$ cat src/include/qzs_pkg.sv
// Shared constants and types for the gated charge digitiser control path.
// Assumes a single 25 MHz system clock and an asynchronous active-low reset.
package qzs_pkg;

  localparam int NUM_CH = 32;
  localparam int CH_PER_ADC = 16;
  localparam int MUX_GROUP = 4;
  localparam int ADC_W = 12;
  localparam int THR_W = 8;
  localparam int SEL_W = 4;

  // Threshold memory: one 16-bit entry per channel, byte addresses
  localparam logic [15:0] THR_BASE = 16'h1080;
  localparam logic [15:0] THR_LAST = 16'h10BF;
  localparam logic [15:0] RD_UNMAPPED = 16'h0000;
  localparam int THR_KILL_BIT = 8;

  // Stored data word layout
  localparam int WORD_OVF_BIT = 12;
  localparam int WORD_UNDER_BIT = 13;

  // Highest trustworthy result with sliding scale on (3840)
  localparam logic [11:0] SLIDE_VALID_MAX = 12'h0F00;

  // Integrator clear time after conversion
  localparam int CLK_NS = 40;
  localparam int CLEAR_NS = 600;
  localparam int CLEAR_CYC = (CLEAR_NS + CLK_NS - 1) / CLK_NS;
  localparam int CLR_W = 5;

  typedef struct packed {
    logic keepBelowThreshold;
    logic keepOverrange;
    logic fineThreshold;
    logic slideEnable;
  } qzs_ctrl_t;

  typedef struct packed {
    logic [4:0] chan;
    logic [15:0] word;
  } qzs_datum_t;

  typedef enum {
    ST_IDLE,
    ST_INTEG,
    ST_START,
    ST_WAIT,
    ST_STORE_A,
    ST_STORE_B,
    ST_CLEAR
  } qzs_state_t;

endpackage : qzs_pkg

$ cat src/design/qzs_top.sv
// Gating, conversion sequencing, sliding-scale removal, zero and overflow
// suppression, threshold memory and output FIFO of the charge digitiser.
// Assumes converters that answer a start pulse with a one-cycle done pulse,
// and a downstream event buffer that drains the FIFO by valid/ready.
`timescale 1ns/10ps

module qzs_fifo
  import qzs_pkg::*;
#(
  parameter int WIDTH = 21,
  parameter int DEPTH = 16
)
(
  input wire logic clk_sys,
  input wire logic arst_n,
  input wire logic inValid,
  output logic inReady,
  input wire logic [WIDTH-1:0] inData,
  output logic outValid,
  input wire logic outReady,
  output logic [WIDTH-1:0] outData
);

  localparam int AW = $clog2(DEPTH);

  if (DEPTH < 2 || (1 << AW) != DEPTH)
  begin : g_bad_depth
    $error("qzs_fifo: DEPTH must be a power of two, at least 2");
  end

  logic [WIDTH-1:0] mem [DEPTH];
  logic [AW-1:0] wrPtr_r;
  logic [AW-1:0] rdPtr_r;
  logic [AW:0] count_r;
  logic [AW:0] count_nxt;

  wire logic doPush = inValid && inReady;
  wire logic doPop = outValid && outReady;

  assign inReady = (count_r != (AW+1)'(DEPTH));
  assign outValid = (count_r != '0);
  assign outData = mem[rdPtr_r];
  assign count_nxt = count_r + (AW+1)'(doPush) - (AW+1)'(doPop);

  // Storage has no reset; only the pointers and the count must be defined
  always_ff @(posedge clk_sys)
  begin
    if (doPush)
      mem[wrPtr_r] <= inData;
  end

  always_ff @(posedge clk_sys or negedge arst_n)
  begin
    if (!arst_n)
    begin
      wrPtr_r <= '0;
      rdPtr_r <= '0;
      count_r <= '0;
    end
    else
    begin
      wrPtr_r <= wrPtr_r + AW'(doPush);
      rdPtr_r <= rdPtr_r + AW'(doPop);
      count_r <= count_nxt;
    end
  end

endmodule : qzs_fifo

module qzs_top
  import qzs_pkg::*;
#(
  parameter int FIFO_DEPTH = 16
)
(
  input wire logic clk_sys,
  input wire logic arst_n,
  input wire logic [NUM_CH-1:0] chanGate,
  input wire logic commonGate,
  output logic [NUM_CH-1:0] integrateEn,
  output logic integratorClear,
  output logic [SEL_W-1:0] muxSel,
  output logic adcStart,
  input wire logic adcDone,
  input wire logic [ADC_W-1:0] adcDataA,
  input wire logic [ADC_W-1:0] adcDataB,
  input wire logic adcOvrA,
  input wire logic adcOvrB,
  output logic [THR_W-1:0] slideOffset,
  input wire qzs_ctrl_t ctrl,
  input wire logic regWrEn,
  input wire logic [15:0] regAddr,
  input wire logic [15:0] regWrData,
  output logic [15:0] regRdData,
  output logic busy,
  output logic dataValid,
  input wire logic dataReady,
  output qzs_datum_t dataOut
);

  if (CLEAR_CYC < 1 || CLEAR_CYC > (1 << CLR_W) - 1)
  begin : g_bad_clear
    $error("qzs_top: clear time does not fit its counter");
  end
  if (NUM_CH != 2 * CH_PER_ADC || CH_PER_ADC != MUX_GROUP * MUX_GROUP)
  begin : g_bad_split
    $error("qzs_top: channel split must be 2 x 4 x 4");
  end

  // Decide storage for one result; returns {keep, 16-bit word}
  function automatic logic [16:0] qzs_judge(
    input logic [ADC_W-1:0] raw,
    input logic ovrIn,
    input logic [15:0] thr,
    input qzs_ctrl_t c,
    input logic [THR_W-1:0] slide
  );
    logic [ADC_W:0] diff;
    logic [ADC_W-1:0] val;
    logic ovr;
    logic below;
    logic keep;
    diff = {1'b0, raw} - {5'b0_0000, slide};
    // An underflow after removal can only be noise at the bottom of the scale
    val = c.slideEnable ? (diff[ADC_W] ? '0 : diff[ADC_W-1:0]) : raw;
    ovr = ovrIn | (c.slideEnable & (val > SLIDE_VALID_MAX));
    below = c.fineThreshold
      ? ((val[11:9] == 3'h0) && (val[8:1] < thr[THR_W-1:0]))
      : (val[11:4] < thr[THR_W-1:0]);
    keep = !thr[THR_KILL_BIT]
      && (!ovr || c.keepOverrange)
      && (!below || c.keepBelowThreshold);
    qzs_judge = {keep, 2'b00, below, ovr, val};
  endfunction : qzs_judge

  qzs_state_t state_r;
  qzs_state_t state_nxt;
  logic [SEL_W-1:0] sel_r;
  logic [CLR_W-1:0] clrCnt_r;
  logic [THR_W-1:0] slide_r;
  logic [ADC_W-1:0] rawA_r;
  logic [ADC_W-1:0] rawB_r;
  logic ovrA_r;
  logic ovrB_r;
  logic [15:0] rdData_r;
  logic [15:0] thrMem [NUM_CH];

  // Threshold memory decode
  wire logic thrHit = (regAddr >= THR_BASE) && (regAddr <= THR_LAST);
  wire logic [4:0] thrIdx = regAddr[5:1];

  // No reset on purpose: thresholds survive every reset
  always_ff @(posedge clk_sys)
  begin
    if (regWrEn && thrHit)
      thrMem[thrIdx] <= regWrData;
  end

  always_ff @(posedge clk_sys or negedge arst_n)
  begin
    if (!arst_n)
      rdData_r <= RD_UNMAPPED;
    else
      rdData_r <= thrHit ? thrMem[thrIdx] : RD_UNMAPPED;
  end

  assign regRdData = rdData_r;

  // Per-converter channel and verdict
  wire logic [4:0] chanA = {1'b0, sel_r};
  wire logic [4:0] chanB = {1'b1, sel_r};
  wire logic [16:0] verdictA = qzs_judge(rawA_r, ovrA_r, thrMem[chanA], ctrl, slide_r);
  wire logic [16:0] verdictB = qzs_judge(rawB_r, ovrB_r, thrMem[chanB], ctrl, slide_r);
  wire logic inStoreA = (state_r == ST_STORE_A);
  wire logic inStoreB = (state_r == ST_STORE_B);
  wire logic gateOpen = (state_r == ST_IDLE) || (state_r == ST_INTEG);
  wire logic lastSel = (sel_r == SEL_W'(CH_PER_ADC - 1));

  logic fifoInValid;
  logic fifoInReady;
  qzs_datum_t fifoInData;

  assign fifoInValid = (inStoreA && verdictA[16]) || (inStoreB && verdictB[16]);
  assign fifoInData.chan = inStoreB ? chanB : chanA;
  assign fifoInData.word = inStoreB ? verdictB[15:0] : verdictA[15:0];

  // Integration only while idle or integrating and both gates are active
  assign integrateEn = gateOpen ? (chanGate & {NUM_CH{commonGate}}) : '0;
  assign integratorClear = (state_r == ST_CLEAR);
  assign adcStart = (state_r == ST_START);
  assign muxSel = sel_r;
  assign slideOffset = ctrl.slideEnable ? slide_r : '0;
  assign busy = !gateOpen;

  // A stalled FIFO holds the sequencer in a store state
  always_comb
  begin
    state_nxt = state_r;
    unique case (state_r)
      ST_IDLE:
        if (commonGate)
          state_nxt = ST_INTEG;
      ST_INTEG:
        if (!commonGate)
          state_nxt = ST_START;
      ST_START:
        state_nxt = ST_WAIT;
      ST_WAIT:
        if (adcDone)
          state_nxt = ST_STORE_A;
      ST_STORE_A:
        if (!verdictA[16] || fifoInReady)
          state_nxt = ST_STORE_B;
      ST_STORE_B:
        if (!verdictB[16] || fifoInReady)
          state_nxt = lastSel ? ST_CLEAR : ST_START;
      ST_CLEAR:
        if (clrCnt_r == '0)
          state_nxt = ST_IDLE;
    endcase
  end

  wire logic stepDone = inStoreB && (state_nxt != ST_STORE_B);

  always_ff @(posedge clk_sys or negedge arst_n)
  begin
    if (!arst_n)
      state_r <= ST_IDLE;
    else
      state_r <= state_nxt;
  end

  always_ff @(posedge clk_sys or negedge arst_n)
  begin
    if (!arst_n)
    begin
      sel_r <= '0;
      clrCnt_r <= '0;
      slide_r <= '0;
    end
    else
    begin
      if (state_r == ST_INTEG)
        sel_r <= '0;
      else if (stepDone && !lastSel)
        sel_r <= sel_r + SEL_W'(1);
      if (stepDone && lastSel)
        clrCnt_r <= CLR_W'(CLEAR_CYC - 1);
      else if (clrCnt_r != '0)
        clrCnt_r <= clrCnt_r - CLR_W'(1);
      // New offset per event spreads a level over different converter codes
      if (stepDone && lastSel)
        slide_r <= slide_r + THR_W'(1);
    end
  end

  always_ff @(posedge clk_sys or negedge arst_n)
  begin
    if (!arst_n)
    begin
      rawA_r <= '0;
      rawB_r <= '0;
      ovrA_r <= 1'b0;
      ovrB_r <= 1'b0;
    end
    else if (state_r == ST_WAIT && adcDone)
    begin
      rawA_r <= adcDataA;
      rawB_r <= adcDataB;
      ovrA_r <= adcOvrA;
      ovrB_r <= adcOvrB;
    end
  end

  qzs_fifo #(
    .WIDTH($bits(qzs_datum_t)),
    .DEPTH(FIFO_DEPTH)
  ) u_fifo (
    .clk_sys(clk_sys),
    .arst_n(arst_n),
    .inValid(fifoInValid),
    .inReady(fifoInReady),
    .inData(fifoInData),
    .outValid(dataValid),
    .outReady(dataReady),
    .outData(dataOut)
  );

endmodule : qzs_top

$ cat config.mk
export PLATFORM = sky130hd
export DESIGN_NAME = qzs_top
export DESIGN_NICKNAME = d
export VERILOG_FILES = /design/src/include/qzs_pkg.sv /design/src/design/qzs_top.sv
export SDC_FILE = /design/constraint.sdc
export NUM_CORES = 1
export LEC_CHECK = 0
export BUFFER_PORTS_ARGS = -buffer_cell sky130_fd_sc_hd__buf_2
export CORE_MARGIN = 2
export CORE_UTILIZATION = 65
export DETAILED_ROUTE_END_ITERATION = 8
export PLACE_DENSITY_LB_ADDON = 0.15
export SYNTH_ARGS = -nofsm -noshare
export SYNTH_HDL_FRONTEND = slang
export SYNTH_SLANG_ARGS = --single-unit
export TNS_END_PERCENT = 30
$ cat constraint.sdc
create_clock -name clk_sys -period 11.8 [get_ports clk_sys]
set_input_delay 2.95 -clock clk_sys [delete_from_list [all_inputs] [get_ports clk_sys]]
set_output_delay 2.95 -clock clk_sys [all_outputs]
set_load 0.01 [all_outputs]
==> results of run 1 <==
-- worst paths after layout --
| path | endpoint | cells past startpoint |
|---|---|---|
| setup / recovery | u_fifo.count_r[4]$_DFF_PN0_ | 22 |
| hold / removal | state_r[3]$_DFF_PN0_ | 1 |
| setup reg to reg | u_fifo.count_r[4]$_DFF_PN0_ | 19 |
| hold reg to reg | state_r[3]$_DFF_PN0_ | 1 |
| max in group asynchronous | muxSel[1]$_DFFE_PN0P_ | 2 |
| min in group asynchronous | u_fifo.rdPtr_r[2]$_DFF_PN0_ | 1 |
-- metrics by stage --
stage	instances	util, %	total power (W)
2_1_floorplan	2195	-	0.005875
3_3_place_gp	3100	69.01	0.006569
3_5_place_dp	3100	69.01	0.006655
4_1_cts	3268	73.70	0.009435
5_1_grt	3269	73.71	0.009793
6_report	3270	73.71	0.009403
-- layout by cell type, fill, tap and decap left out, types with 8 or more instances in the layout --
master,netlist,routed
sky130_fd_sc_hd__ha_1,57,57
sky130_fd_sc_hd__mux2i_1,42,41
sky130_fd_sc_hd__buf_2,11,178
sky130_fd_sc_hd__or3_1,13,13
sky130_fd_sc_hd__inv_1,54,54
sky130_fd_sc_hd__nor2_2,0,29
sky130_fd_sc_hd__a21o_1,8,8
sky130_fd_sc_hd__and2_1,33,33
sky130_fd_sc_hd__xor2_1,8,8
sky130_fd_sc_hd__nand2b_1,14,14
sky130_fd_sc_hd__nand3_1,21,21
sky130_fd_sc_hd__edfxtp_1,816,816
sky130_fd_sc_hd__o21ai_0,31,31
sky130_fd_sc_hd__a2111oi_0,8,8
sky130_fd_sc_hd__dfrtp_1,104,98
sky130_fd_sc_hd__clkbuf_1,87,15
sky130_fd_sc_hd__nor2b_1,11,11
sky130_fd_sc_hd__mux2_2,42,42
sky130_fd_sc_hd__nand4_1,8,8
sky130_fd_sc_hd__nor3_1,20,19
sky130_fd_sc_hd__nor4_1,30,14
sky130_fd_sc_hd__nand2_1,60,60
sky130_fd_sc_hd__a21oi_1,49,49
sky130_fd_sc_hd__a211oi_1,8,8
sky130_fd_sc_hd__mux4_2,309,309
sky130_fd_sc_hd__clkinv_2,0,18
sky130_fd_sc_hd__and3_1,35,35
sky130_fd_sc_hd__o22ai_1,25,25
sky130_fd_sc_hd__nor2_1,114,81
sky130_fd_sc_hd__xnor2_1,16,16
sky130_fd_sc_hd__clkinv_1,1,23
sky130_fd_sc_hd__nor4_2,0,16
sky130_fd_sc_hd__buf_4,7,72
sky130_fd_sc_hd__clkbuf_16,0,92
-- critical path: cells and delay by family --
family	cells	cell delay [ps]
compound gates	7	2220
simple gates	7	1310
buf+inv	3	920
xor+xnor	1	120
mux	1	250
fa+ha+maj	3	1020
-- state kept, by name, summed over array words and instances, names as in the netlist --
| name | cells |
|---|---|
| thrMem | 512 |
| rawB_r | 12 |
| ovrB_r | 1 |
| rawA_r | 12 |
| u_fifo.wrPtr_r | 4 |
| slide_r | 8 |
| u_fifo.mem | 304 |
| u_fifo.rdPtr_r | 4 |
| muxSel | 4 |
| state_r | 32 |
| ovrA_r | 1 |
| u_fifo.count_r | 5 |
| clrCnt_r | 5 |
| regRdData | 16 |
-- layout make-up --
type                    count  area, um^2  area share [%]
flip-flops and latches    920       27120           59.84
multi-input cells        1084       12670           27.96
clock buffers             113        2441           5.386
repair buffers            251        1445           3.189
well taps                 790       988.4           2.181
clock inverters            55       441.7          0.9745
inverters                  55       206.4          0.4555
diodes                      2       5.005         0.01104
-- kinds of logic (layout without fill, tap and decap cells) --
logic type / count (synthesis) / in the layout / synth area share, %
flip-flops: 920 / 920 / 67.20
AND/OR/NAND/NOR: 396 / 396 / 5.093
multiplexers: 394 / 394 / 19.50
AO/OA/AOI/OAI: 208 / 208 / 3.850
buffers and inverters: 191 / 474 / 1.914
adder cells (fa/ha/maj): 60 / 60 / 1.917
XOR/XNOR: 24 / 24 / 0.5211
other: 1 / 4 / 0.009297
-- layer usage --
layer | vias to the layer above | global-route usage, % | routed length, um
li1 | 9433 | - | -
met1 | 11770 | 43.22 | 36920
met2 | 1289 | 53.07 | 51000
met3 | 224 | 5.130 | 8365
met4 | 4 | 11.43 | 3655
met5 | - | 0 | 28
-- report_power, final --
group,leakage (nW),internal (W),switching [W]
combinational,5.47,0.00108,0.00144
clock,1.41,0.00156,0.00123
sequential,8.71,0.00388,0.000209
==> run_summary.xml, run 1 <==
<?xml version="1.0" encoding="UTF-8"?>
<metrics>
  <group name="grt">
    <metric name="grt_overflow" unit="">0</metric>
    <metric name="grt_pass1_vias" unit="">22790</metric>
    <metric name="grt_usage" unit="%">31.79</metric>
    <metric name="grt_start_max_net_pins" unit="">75</metric>
    <metric name="number_of_antenna_violations_at_the_first_check_in_global_routing" unit="">3</metric>
    <metric name="global_route_wire_length_before_repair" unit="um">146500</metric>
  </group>
  <group name="logic_synthesis">
    <metric name="yosys.area.top_type_share" unit="%">60.75</metric>
    <metric name="netlist_area" unit="um^2">40340</metric>
    <metric name="number_of_synthesized_flops_with_an_enable_pin" unit="">816</metric>
    <metric name="yosys_register_bits" unit="">920</metric>
    <metric name="synthArstFlopShare" unit="%">11.30</metric>
    <metric name="synth_top_flop_cell" unit="">sky130_fd_sc_hd__edfxtp_1</metric>
    <metric name="synth.most_common_cell" unit="">sky130_fd_sc_hd__edfxtp_1</metric>
    <metric name="netlist-cell-type-count" unit="">82</metric>
    <metric name="seq_area_frac_synth" unit="%">67.20</metric>
    <metric name="yosys-top-cells-count" unit="">816 x sky130_fd_sc_hd__edfxtp_1, 309 x sky130_fd_sc_hd__mux4_2, 114 x sky130_fd_sc_hd__nor2_1</metric>
    <metric name="synthesis.area_per_instance" unit="um^2">18.38</metric>
    <metric name="synthesis.instances" unit="">2194</metric>
    <metric name="ys_warn_count" unit="">0</metric>
    <metric name="synthDominantAreaCellType" unit="">sky130_fd_sc_hd__edfxtp_1</metric>
    <metric name="yosys-top-cells-area" unit="">sky130_fd_sc_hd__edfxtp_1 61%, sky130_fd_sc_hd__mux4_2 17%, sky130_fd_sc_hd__dfrtp_1 6.5%</metric>
  </group>
  <group name="worst_setup_path">
    <metric name="worst-path-max-fanout" unit="">24</metric>
    <metric name="timing.reg2reg.setup_slack" unit="ps">4940</metric>
    <metric name="timing.critical_path.cells" unit="">buf_2 -&gt; inv_1 -&gt; nor3_1 -&gt; and4_1 -&gt; nor2_1 -&gt; mux2i_1 -&gt; inv_1 -&gt; ha_1 -&gt; a21oi_1 -&gt; nor2b_1 -&gt; o21ai_0 -&gt; o21ai_0 -&gt; a2111oi_2 -&gt; o21bai_2 -&gt; a32oi_4 -&gt; nor2_1 -&gt; ha_1 -&gt; fa_1 -&gt; a21oi_1 -&gt; nor2_1 -&gt; nor2_1 -&gt; xnor2_1</metric>
    <metric name="crit-reg2reg-launch" unit="">muxSel[0]$_DFFE_PN0P_</metric>
    <metric name="cpPeakStageDelay" unit="ps">820</metric>
    <metric name="worstPathRequired" unit="ps">12380</metric>
    <metric name="slowest_stage" unit="">sky130_fd_sc_hd__a32oi_4</metric>
    <metric name="setup.worst_path.end_class" unit="">flop</metric>
    <metric name="cp-startpoint" unit="">ctrl[0]</metric>
    <metric name="critical_path_class" unit="">in -&gt; reg</metric>
    <metric name="cp_launch_type" unit="">primary input</metric>
    <metric name="crit_arrival" unit="ps">8820</metric>
    <metric name="critical_path.most_common_cell" unit="">sky130_fd_sc_hd__nor2_1</metric>
  </group>
  <group name="cells_and_area">
    <metric name="final_net_count" unit="">2563</metric>
    <metric name="fillerInstances" unit="">3515</metric>
    <metric name="final_cell_area" unit="um^2">45320</metric>
    <metric name="area.growth.synth_to_final" unit="%">12.36</metric>
    <metric name="drive_gt1_share" unit="%">32.85</metric>
  </group>
  <group name="status">
    <metric name="outcome" unit="">finished clean</metric>
  </group>
  <group name="clock_network">
    <metric name="holdBufCountCts" unit="">0</metric>
    <metric name="cts-buffers-inserted" unit="">91</metric>
    <metric name="clkTransAtPathRegs" unit="ps">60</metric>
    <metric name="h_tree_depth" unit="">3</metric>
    <metric name="clk_root_buffer_cell" unit="">sky130_fd_sc_hd__clkbuf_16</metric>
    <metric name="cts_repair_resize_count" unit="">0</metric>
    <metric name="cts_buffer_depth" unit="">3</metric>
    <metric name="insertion_delay" unit="ps">660</metric>
    <metric name="cts_tree" unit="">yes</metric>
    <metric name="numClockSinks" unit="">920</metric>
    <metric name="post-cts-setup-buffers" unit="">0</metric>
  </group>
  <group name="route">
    <metric name="routed-via-count" unit="">22720</metric>
    <metric name="detail_route.drc_violations" unit="">0</metric>
    <metric name="avgRoutedWirePerCell" unit="um">30.57</metric>
    <metric name="detail-route-antenna-nets" unit="">0</metric>
    <metric name="detail_route.vias_per_cell" unit="">6.947</metric>
    <metric name="dr.pass1.iters" unit="">6</metric>
    <metric name="postRouteWirelength" unit="um">99970</metric>
    <metric name="drt_iter0_markers" unit="">2571</metric>
  </group>
  <group name="sta">
    <metric name="max_clock_freq" unit="GHz">0.1213</metric>
    <metric name="worst_slack" unit="ps">3557</metric>
    <metric name="slew_viol_final" unit="">0</metric>
    <metric name="final-setup-viol-count" unit="">0</metric>
    <metric name="setup_total_negative_slack" unit="ps">0</metric>
    <metric name="grt_setup_unrepaired" unit="">false</metric>
    <metric name="period_needed" unit="ps">8243</metric>
    <metric name="worst-slew-pin-transition" unit="ps">1309</metric>
    <metric name="hold-worst-slack" unit="ps">486.8</metric>
    <metric name="fin_crit_sh" unit="%">69.86</metric>
    <metric name="maxSlewHeadroom" unit="%">12.71</metric>
    <metric name="final-hold-violation-count" unit="">0</metric>
    <metric name="worst_skew" unit="ps">25.61</metric>
  </group>
  <group name="run">
    <metric name="max_cap_viol_count" unit="">0</metric>
  </group>
  <group name="hold_path">
    <metric name="holdCritStartpoint" unit="">state_r[3]$_DFF_PN0_</metric>
    <metric name="hold_class" unit="">reg -&gt; reg</metric>
  </group>
  <group name="floorplan">
    <metric name="chipWidth" unit="um">253.1</metric>
    <metric name="dieHeight" unit="um">253.1</metric>
    <metric name="core_area" unit="um^2">61480</metric>
    <metric name="fp.dieArea" unit="um^2">64060</metric>
    <metric name="floorplan.initialDensity" unit="%">65.60</metric>
    <metric name="number_of_standard_cell_rows_in_the_floorplan" unit="">91</metric>
    <metric name="ioPinCount" unit="">185</metric>
  </group>
  <group name="power">
    <metric name="cellLeakagePower" unit="nW">15.59</metric>
    <metric name="power_per_cell_area" unit="nW/um^2">207.5</metric>
    <metric name="ir_drop" unit="mV">0.1555</metric>
  </group>
  <group name="placement">
    <metric name="pre_cts_ws" unit="ps">2969</metric>
    <metric name="finalWeightedCongestion" unit="">0.8772</metric>
    <metric name="placed_area" unit="um^2">42430</metric>
    <metric name="port_buffers" unit="">181</metric>
    <metric name="dp_hpwl" unit="um">60100</metric>
  </group>
</metrics>
No activity file was read; power rests on OpenSTA's default activity.
==> run 2, diff against run 1 <==
--- a/config.mk
+++ b/config.mk
@@ -7,7 +7,7 @@
 export LEC_CHECK = 0
 export BUFFER_PORTS_ARGS = -buffer_cell sky130_fd_sc_hd__buf_2
 export CORE_MARGIN = 2
-export CORE_UTILIZATION = 65
+export CORE_UTILIZATION = 62
 export DETAILED_ROUTE_END_ITERATION = 8
 export PLACE_DENSITY_LB_ADDON = 0.15
 export SYNTH_ARGS = -nofsm -noshare
==> constraint.sdc (replaced) <==
create_clock -name clk_sys -period 8.3 [get_ports clk_sys]
set_input_delay 2.075 -clock clk_sys [delete_from_list [all_inputs] [get_ports clk_sys]]
set_output_delay 2.075 -clock clk_sys [all_outputs]
set_load 0.01 [all_outputs]
==> run_summary.xml, run 2 (synthesized netlist as in run 1, its figures left out) <==
<?xml version="1.0" encoding="UTF-8"?>
<metrics>
  <group name="status">
    <metric name="outcome" unit="">finished clean</metric>
  </group>
  <group name="floorplan">
    <metric name="number_of_standard_cell_rows_in_the_floorplan" unit="">93</metric>
    <metric name="ioPinCount" unit="">185</metric>
    <metric name="core_area" unit="um^2">64350</metric>
    <metric name="chipWidth" unit="um">259.1</metric>
    <metric name="fp.dieArea" unit="um^2">67110</metric>
    <metric name="floorplan.initialDensity" unit="%">62.68</metric>
    <metric name="dieHeight" unit="um">259.1</metric>
  </group>
  <group name="clock_network">
    <metric name="cts_tree" unit="">yes</metric>
    <metric name="holdBufCountCts" unit="">0</metric>
    <metric name="cts_buffer_depth" unit="">3</metric>
    <metric name="h_tree_depth" unit="">3</metric>
    <metric name="cts-buffers-inserted" unit="">92</metric>
    <metric name="clkTransAtPathRegs" unit="ps">60</metric>
    <metric name="clk_root_buffer_cell" unit="">sky130_fd_sc_hd__clkbuf_16</metric>
    <metric name="cts_repair_resize_count" unit="">0</metric>
    <metric name="post-cts-setup-buffers" unit="">0</metric>
    <metric name="insertion_delay" unit="ps">650</metric>
    <metric name="numClockSinks" unit="">920</metric>
  </group>
  <group name="route">
    <metric name="drt_iter0_markers" unit="">2368</metric>
    <metric name="postRouteWirelength" unit="um">98890</metric>
    <metric name="detail_route.vias_per_cell" unit="">6.694</metric>
    <metric name="detail_route.drc_violations" unit="">0</metric>
    <metric name="routed-via-count" unit="">22400</metric>
    <metric name="detail-route-antenna-nets" unit="">0</metric>
    <metric name="avgRoutedWirePerCell" unit="um">29.55</metric>
    <metric name="dr.pass1.iters" unit="">6</metric>
  </group>
  <group name="worst_setup_path">
    <metric name="worstPathRequired" unit="ps">8860</metric>
    <metric name="critPathTopFamily" unit="">compound AO/OA/AOI/OAI gates</metric>
    <metric name="crit_arrival" unit="ps">7200</metric>
    <metric name="crit_buf_inv" unit="">4</metric>
    <metric name="cpPeakStageDelay" unit="ps">460</metric>
    <metric name="critical_path.reg2reg.endpoint" unit="">u_fifo.count_r[4]$_DFF_PN0_</metric>
    <metric name="critical_path.most_common_cell" unit="">sky130_fd_sc_hd__nor2_1</metric>
    <metric name="cp_launch_type" unit="">primary input</metric>
    <metric name="reg2reg_depth" unit="">20</metric>
    <metric name="crit-reg2reg-launch" unit="">muxSel[0]$_DFFE_PN0P_</metric>
    <metric name="slowest_stage" unit="">sky130_fd_sc_hd__fa_1</metric>
    <metric name="worst-path-max-fanout" unit="">17</metric>
    <metric name="setup.worst_path.end_class" unit="">flop</metric>
    <metric name="timing.reg2reg.setup_slack" unit="ps">2120</metric>
    <metric name="critical_path_class" unit="">in -&gt; reg</metric>
    <metric name="timing.critical_path.cells" unit="">buf_2 -&gt; inv_1 -&gt; nor3_1 -&gt; and4_1 -&gt; nor2_1 -&gt; mux2i_1 -&gt; inv_1 -&gt; ha_1 -&gt; a21oi_1 -&gt; nor2b_1 -&gt; o21ai_0 -&gt; o21ai_0 -&gt; a2111oi_2 -&gt; o21bai_2 -&gt; a32oi_4 -&gt; buf_4 -&gt; nor2_1 -&gt; ha_1 -&gt; fa_1 -&gt; a21oi_1 -&gt; nor2_1 -&gt; nor2_1 -&gt; xnor2_1</metric>
  </group>
  <group name="sta">
    <metric name="grt_setup_unrepaired" unit="">false</metric>
    <metric name="maxSlewHeadroom" unit="%">15.13</metric>
    <metric name="slew_viol_final" unit="">0</metric>
    <metric name="worst_skew" unit="ps">22.02</metric>
    <metric name="fin_crit_sh" unit="%">80.00</metric>
    <metric name="period_needed" unit="ps">6640</metric>
    <metric name="final-hold-violation-count" unit="">0</metric>
    <metric name="final-setup-viol-count" unit="">0</metric>
    <metric name="max_clock_freq" unit="GHz">0.1506</metric>
    <metric name="setup_total_negative_slack" unit="ps">0</metric>
    <metric name="worst-slew-pin-transition" unit="ps">1273</metric>
  </group>
  <group name="grt">
    <metric name="grt_start_max_net_pins" unit="">84</metric>
    <metric name="grt_overflow" unit="">0</metric>
    <metric name="global_route_wire_length_before_repair" unit="um">146400</metric>
    <metric name="number_of_antenna_violations_at_the_first_check_in_global_routing" unit="">4</metric>
    <metric name="grt_usage" unit="%">30.17</metric>
    <metric name="grt_pass1_vias" unit="">22820</metric>
  </group>
  <group name="cells_and_area">
    <metric name="reg.largest.list" unit="">thrMem x512, u_fifo.mem x304, state_r x32</metric>
    <metric name="largest_register" unit="">thrMem</metric>
    <metric name="layout.cells.most_common_list" unit="">816 x sky130_fd_sc_hd__edfxtp_1, 309 x sky130_fd_sc_hd__mux4_2, 178 x sky130_fd_sc_hd__buf_2, 98 x sky130_fd_sc_hd__dfrtp_1, 94 x sky130_fd_sc_hd__clkbuf_16</metric>
    <metric name="final_net_count" unit="">2571</metric>
    <metric name="utilization_after_layout" unit="%">70.87</metric>
    <metric name="final_cell_area" unit="um^2">45610</metric>
    <metric name="flip_flop_count_of_the_largest_register_after_layout" unit="">512</metric>
    <metric name="drive_gt1_share" unit="%">33.31</metric>
    <metric name="final_common_cell" unit="">sky130_fd_sc_hd__edfxtp_1</metric>
    <metric name="area.growth.synth_to_final" unit="%">13.06</metric>
  </group>
  <group name="power">
    <metric name="cellLeakagePower" unit="nW">15.69</metric>
    <metric name="power_per_cell_area" unit="nW/um^2">295.3</metric>
    <metric name="ir_drop" unit="mV">0.2061</metric>
  </group>
  <group name="placement">
    <metric name="dp_hpwl" unit="um">59680</metric>
    <metric name="port_buffers" unit="">181</metric>
    <metric name="finalWeightedCongestion" unit="">0.8815</metric>
    <metric name="placed_area" unit="um^2">42610</metric>
  </group>
  <group name="hold_path">
    <metric name="holdCritStartpoint" unit="">state_r[7]$_DFF_PN0_</metric>
    <metric name="hold_depth" unit="">1</metric>
    <metric name="hold_class" unit="">reg -&gt; reg</metric>
    <metric name="whs_endpoint" unit="">state_r[7]$_DFF_PN0_</metric>
  </group>
  <group name="run">
    <metric name="max_cap_viol_count" unit="">0</metric>
  </group>
</metrics>
[run 2: where the power goes]
group | leakage, nW | switching (W) | internal (W) | total, W
clock network | 1.46 | 0.00175 | 0.00232 | 0.00407
registers | 8.71 | 0.000350 | 0.00552 | 0.00587
logic | 5.52 | 0.00199 | 0.00154 | 0.00353
[run 2: worst max-delay path by stage]
stage	endpoint	slack, ps	cells past startpoint	from
after floorplan	u_fifo.mem[0][0]$_DFFE_PP_	1300	14	ctrl[0]
after global placement	u_fifo.count_r[4]$_DFF_PN0_	1230	23	ctrl[0]
after detailed placement	u_fifo.count_r[4]$_DFF_PN0_	1110	23	ctrl[0]
after CTS	u_fifo.count_r[4]$_DFF_PN0_	1770	23	ctrl[0]
after global routing	u_fifo.count_r[4]$_DFF_PN0_	1190	23	ctrl[0]
final	u_fifo.count_r[4]$_DFF_PN0_	1660	23	ctrl[0]
[run 2: layout make-up]
class	count	area, um^2
Antenna cell	3	7.507
Clock buffer	115	2441
Clock inverter	57	530.5
Fill cell	3933	18740
Inverter	55	206.4
Multi-Input combinational cell	1084	12710
Sequential cell	920	27120
Tap cell	855	1070
Timing Repair Buffer	258	1523
[run 2: per-stage QoR]
step,std cells,hold slack (ps),total power [W],setup slack (ps)
2_1_floorplan,2195,453.9,0.008352,1303
3_3_place_gp,3172,469.2,0.009360,1228
3_5_place_dp,3172,471.6,0.009480,1115
4_1_cts,3344,490.8,0.01354,1773
5_1_grt,3345,503.5,0.01405,1187
6_report,3347,487.7,0.01347,1660
[run 2: layer usage]
layer	share of wire, %	GRT usage, %	wire [um]
met1	36	39.94	35950
met2	51	50.25	50430
met3	8.6	5.614	8517
met4	4.0	12.12	3993
met5	0	0	0
==> run 3, diff against run 2 <==
--- a/config.mk
+++ b/config.mk
@@ -7,7 +7,7 @@
 export LEC_CHECK = 0
 export BUFFER_PORTS_ARGS = -buffer_cell sky130_fd_sc_hd__buf_2
 export CORE_MARGIN = 2
-export CORE_UTILIZATION = 62
+export CORE_UTILIZATION = 56
 export DETAILED_ROUTE_END_ITERATION = 8
 export PLACE_DENSITY_LB_ADDON = 0.15
 export SYNTH_ARGS = -nofsm -noshare
==> constraint.sdc (replaced) <==
create_clock -name clk_sys -period 5.4 [get_ports clk_sys]
set_input_delay 1.35 -clock clk_sys [delete_from_list [all_inputs] [get_ports clk_sys]]
set_output_delay 1.35 -clock clk_sys [all_outputs]
set_load 0.01 [all_outputs]
==> run_summary.xml, run 3 (synthesized netlist as in run 1, its figures left out) <==
<?xml version="1.0" encoding="UTF-8"?>
<metrics>
  <group name="status">
    <metric name="outcome" unit="">finished clean</metric>
  </group>
  <group name="worst_setup_path">
    <metric name="cp_launch_type" unit="">flop</metric>
    <metric name="setup.worst_path.end_class" unit="">flop</metric>
    <metric name="worstPathRequired" unit="ps">5950</metric>
    <metric name="slowest_stage" unit="">sky130_fd_sc_hd__mux4_2</metric>
    <metric name="worst-path-max-fanout" unit="">10</metric>
    <metric name="cpPeakStageDelay" unit="ps">560</metric>
    <metric name="timing.critical_path.cells" unit="">buf_8 -&gt; mux4_2 -&gt; mux4_2 -&gt; inv_1 -&gt; ha_1 -&gt; a21oi_1 -&gt; a21oi_1 -&gt; nor4b_2 -&gt; a31oi_1 -&gt; o32a_1 -&gt; or2_1 -&gt; a32oi_4 -&gt; nor2_1 -&gt; ha_2 -&gt; fa_1 -&gt; a21oi_1 -&gt; nor2_1 -&gt; nor2_1 -&gt; xnor2_1</metric>
    <metric name="crit_arrival" unit="ps">5720</metric>
    <metric name="critical_path_class" unit="">reg -&gt; reg</metric>
  </group>
  <group name="floorplan">
    <metric name="number_of_standard_cell_rows_in_the_floorplan" unit="">98</metric>
    <metric name="fp.dieArea" unit="um^2">74190</metric>
    <metric name="floorplan.initialDensity" unit="%">56.52</metric>
    <metric name="ioPinCount" unit="">185</metric>
    <metric name="chipWidth" unit="um">272.4</metric>
    <metric name="dieHeight" unit="um">272.4</metric>
    <metric name="core_area" unit="um^2">71360</metric>
  </group>
  <group name="route">
    <metric name="detail_route.drc_violations" unit="">0</metric>
    <metric name="drt_iter0_markers" unit="">2837</metric>
    <metric name="avgRoutedWirePerCell" unit="um">28.89</metric>
    <metric name="detail-route-antenna-nets" unit="">0</metric>
    <metric name="dr.pass1.iters" unit="">5</metric>
    <metric name="postRouteWirelength" unit="um">102300</metric>
    <metric name="routed-via-count" unit="">22980</metric>
    <metric name="detail_route.vias_per_cell" unit="">6.488</metric>
  </group>
  <group name="clock_network">
    <metric name="numClockSinks" unit="">920</metric>
    <metric name="holdBufCountCts" unit="">0</metric>
    <metric name="clk_root_buffer_cell" unit="">sky130_fd_sc_hd__clkbuf_16</metric>
    <metric name="cts_buffer_depth" unit="">3</metric>
    <metric name="insertion_delay" unit="ps">660</metric>
    <metric name="clkTransAtPathRegs" unit="ps">60</metric>
    <metric name="h_tree_depth" unit="">3</metric>
    <metric name="cts_tree" unit="">yes</metric>
    <metric name="cts-buffers-inserted" unit="">92</metric>
  </group>
  <group name="grt">
    <metric name="grt_pass1_vias" unit="">23280</metric>
    <metric name="grt_overflow" unit="">0</metric>
    <metric name="gr-usage-met1" unit="%">38.69</metric>
    <metric name="global_route_wire_length_before_repair" unit="um">152000</metric>
    <metric name="use_met3" unit="%">4.399</metric>
    <metric name="busiest_layer" unit="">met2</metric>
    <metric name="grt_usage" unit="%">28.00</metric>
    <metric name="number_of_antenna_violations_at_the_first_check_in_global_routing" unit="">4</metric>
    <metric name="gr-usage-met2" unit="%">46.25</metric>
    <metric name="grt_start_max_net_pins" unit="">79</metric>
  </group>
  <group name="cells_and_area">
    <metric name="layout.cells.most_common_list" unit="">816 x sky130_fd_sc_hd__edfxtp_1, 309 x sky130_fd_sc_hd__mux4_2, 178 x sky130_fd_sc_hd__buf_2, 149 x sky130_fd_sc_hd__buf_4, 98 x sky130_fd_sc_hd__dfrtp_1</metric>
    <metric name="reg.largest.list" unit="">thrMem x512, u_fifo.mem x304, state_r x32</metric>
    <metric name="post_layout_nonfiller_instances" unit="">3542</metric>
    <metric name="largest_register" unit="">thrMem</metric>
    <metric name="final_common_cell" unit="">sky130_fd_sc_hd__edfxtp_1</metric>
    <metric name="flip_flop_count_of_the_largest_register_after_layout" unit="">512</metric>
    <metric name="final_cell_area" unit="um^2">47050</metric>
    <metric name="final_net_count" unit="">2672</metric>
    <metric name="drive_gt1_share" unit="%">35.96</metric>
    <metric name="area.growth.synth_to_final" unit="%">16.64</metric>
  </group>
  <group name="sta">
    <metric name="slew_viol_final" unit="">0</metric>
    <metric name="worst-slew-pin-transition" unit="ps">1306</metric>
    <metric name="max_clock_freq" unit="GHz">0.1934</metric>
    <metric name="final-hold-violation-count" unit="">0</metric>
    <metric name="grt_setup_unrepaired" unit="">false</metric>
    <metric name="maxSlewHeadroom" unit="%">12.95</metric>
    <metric name="worst_skew" unit="ps">36.47</metric>
    <metric name="fin_crit_sh" unit="%">95.78</metric>
    <metric name="final-setup-viol-count" unit="">0</metric>
    <metric name="period_needed" unit="ps">5172</metric>
  </group>
  <group name="placement">
    <metric name="cell_count_after_placement" unit="">3356</metric>
    <metric name="port_buffers" unit="">181</metric>
    <metric name="finalWeightedCongestion" unit="">0.8786</metric>
    <metric name="placed_area" unit="um^2">43800</metric>
    <metric name="dp_hpwl" unit="um">64600</metric>
  </group>
  <group name="hold_path">
    <metric name="hold_class" unit="">reg -&gt; reg</metric>
  </group>
  <group name="power">
    <metric name="ir_drop" unit="mV">0.4031</metric>
    <metric name="cellLeakagePower" unit="nW">16.32</metric>
    <metric name="power_per_cell_area" unit="nW/um^2">457.2</metric>
  </group>
  <group name="run">
    <metric name="max_cap_viol_count" unit="">0</metric>
  </group>
</metrics>
==> run 3: cell types whose count changed in the layout (fill, tap and decap cells not counted), moves of 4 or more <==
cell	delta
sky130_fd_sc_hd__nor4_2	-16
sky130_fd_sc_hd__clkbuf_8	+12
sky130_fd_sc_hd__clkinv_1	+4
sky130_fd_sc_hd__clkinv_2	-15
sky130_fd_sc_hd__nor2_4	-8
sky130_fd_sc_hd__buf_12	+26
sky130_fd_sc_hd__clkinvlp_4	-4
sky130_fd_sc_hd__clkbuf_1	+5
sky130_fd_sc_hd__nor2_2	+8
sky130_fd_sc_hd__buf_4	+72
sky130_fd_sc_hd__nor4_4	+16
==> run 3: path summary, 6_finish.rpt <==
kind	start	endpoint	slack [ps]	cells past startpoint
worst max-delay path	muxSel[0]$_DFFE_PN0P_	u_fifo.count_r[4]$_DFF_PN0_	230	19
worst min-delay path	state_r[6]$_DFF_PN0_	state_r[6]$_DFF_PN0_	490	1
worst max register to register	muxSel[0]$_DFFE_PN0P_	u_fifo.count_r[4]$_DFF_PN0_	230	19
worst min register to register	state_r[6]$_DFF_PN0_	state_r[6]$_DFF_PN0_	490	1
max in group asynchronous	arst_n	state_r[18]$_DFF_PN0_	3540	2
min in group asynchronous	arst_n	u_fifo.rdPtr_r[2]$_DFF_PN0_	840	1
==> run 3: final cells by class <==
| class | instances | area [um^2] |
|---|---|---|
| clock inverter | 39 | 412.9 |
| tap | 950 | 1189 |
| multi-input combinational | 1084 | 12870 |
| sequential | 920 | 27120 |
| fill | 4806 | 24310 |
| timing repair buffer | 359 | 2621 |
| clock buffer | 132 | 2625 |
| inverter | 55 | 206.4 |
| antenna | 3 | 7.507 |
==> run 3: where the power goes <==
part	switching, W	total [W]	internal [W]
logic	0.00343	0.00622	0.00279
clock network	0.00265	0.00640	0.00376
registers	0.000412	0.00889	0.00848
total	0.00649	0.0215	0.0150
==> run 3: timing repair <==
item | 4_1_cts | 5_1_grt
resized for setup | 1 | 20
pin swaps | 0 | 5
endpoints found under the hold margin | 0 | 0
endpoints found under the setup margin | 2 | 3
setup buffers | 1 | 11
==> run 3: metrics by stage <==
stage               setup TNS [ps]  utilization, %  setup slack, ps  total power, W  hold WS, ps
finish                           0           65.93            228.1         0.02151        487.1
global route                     0           65.93            14.77         0.02245        506.4
CTS                              0           65.66            27.46         0.02147        491.0
detailed placement          -417.3           61.38           -261.8         0.01507        471.2
global placement            -344.0           61.38           -241.5         0.01492        469.4
floorplan                   -27780               -           -158.8         0.01289        453.9
==> run 3: per-layer routing <==
metal | routed length [um] | part of all wire [%]
met2 | 51590 | 50
met5 | 26 | 0.025
met4 | 3206 | 3.1
met1 | 39750 | 39
met3 | 7774 | 7.6
==> run 3: critical path: cells and delay by family (launching register included) <==
family / cells / cell delay [ps]
AOI/OAI and AO/OA: 6 / 1140
adders and majority gates: 3 / 970
buffers and inverters: 2 / 430
and+or+nand+nor: 5 / 800
xor gates and xnor gates: 1 / 120
DFF: 1 / 540
muxes: 2 / 1040
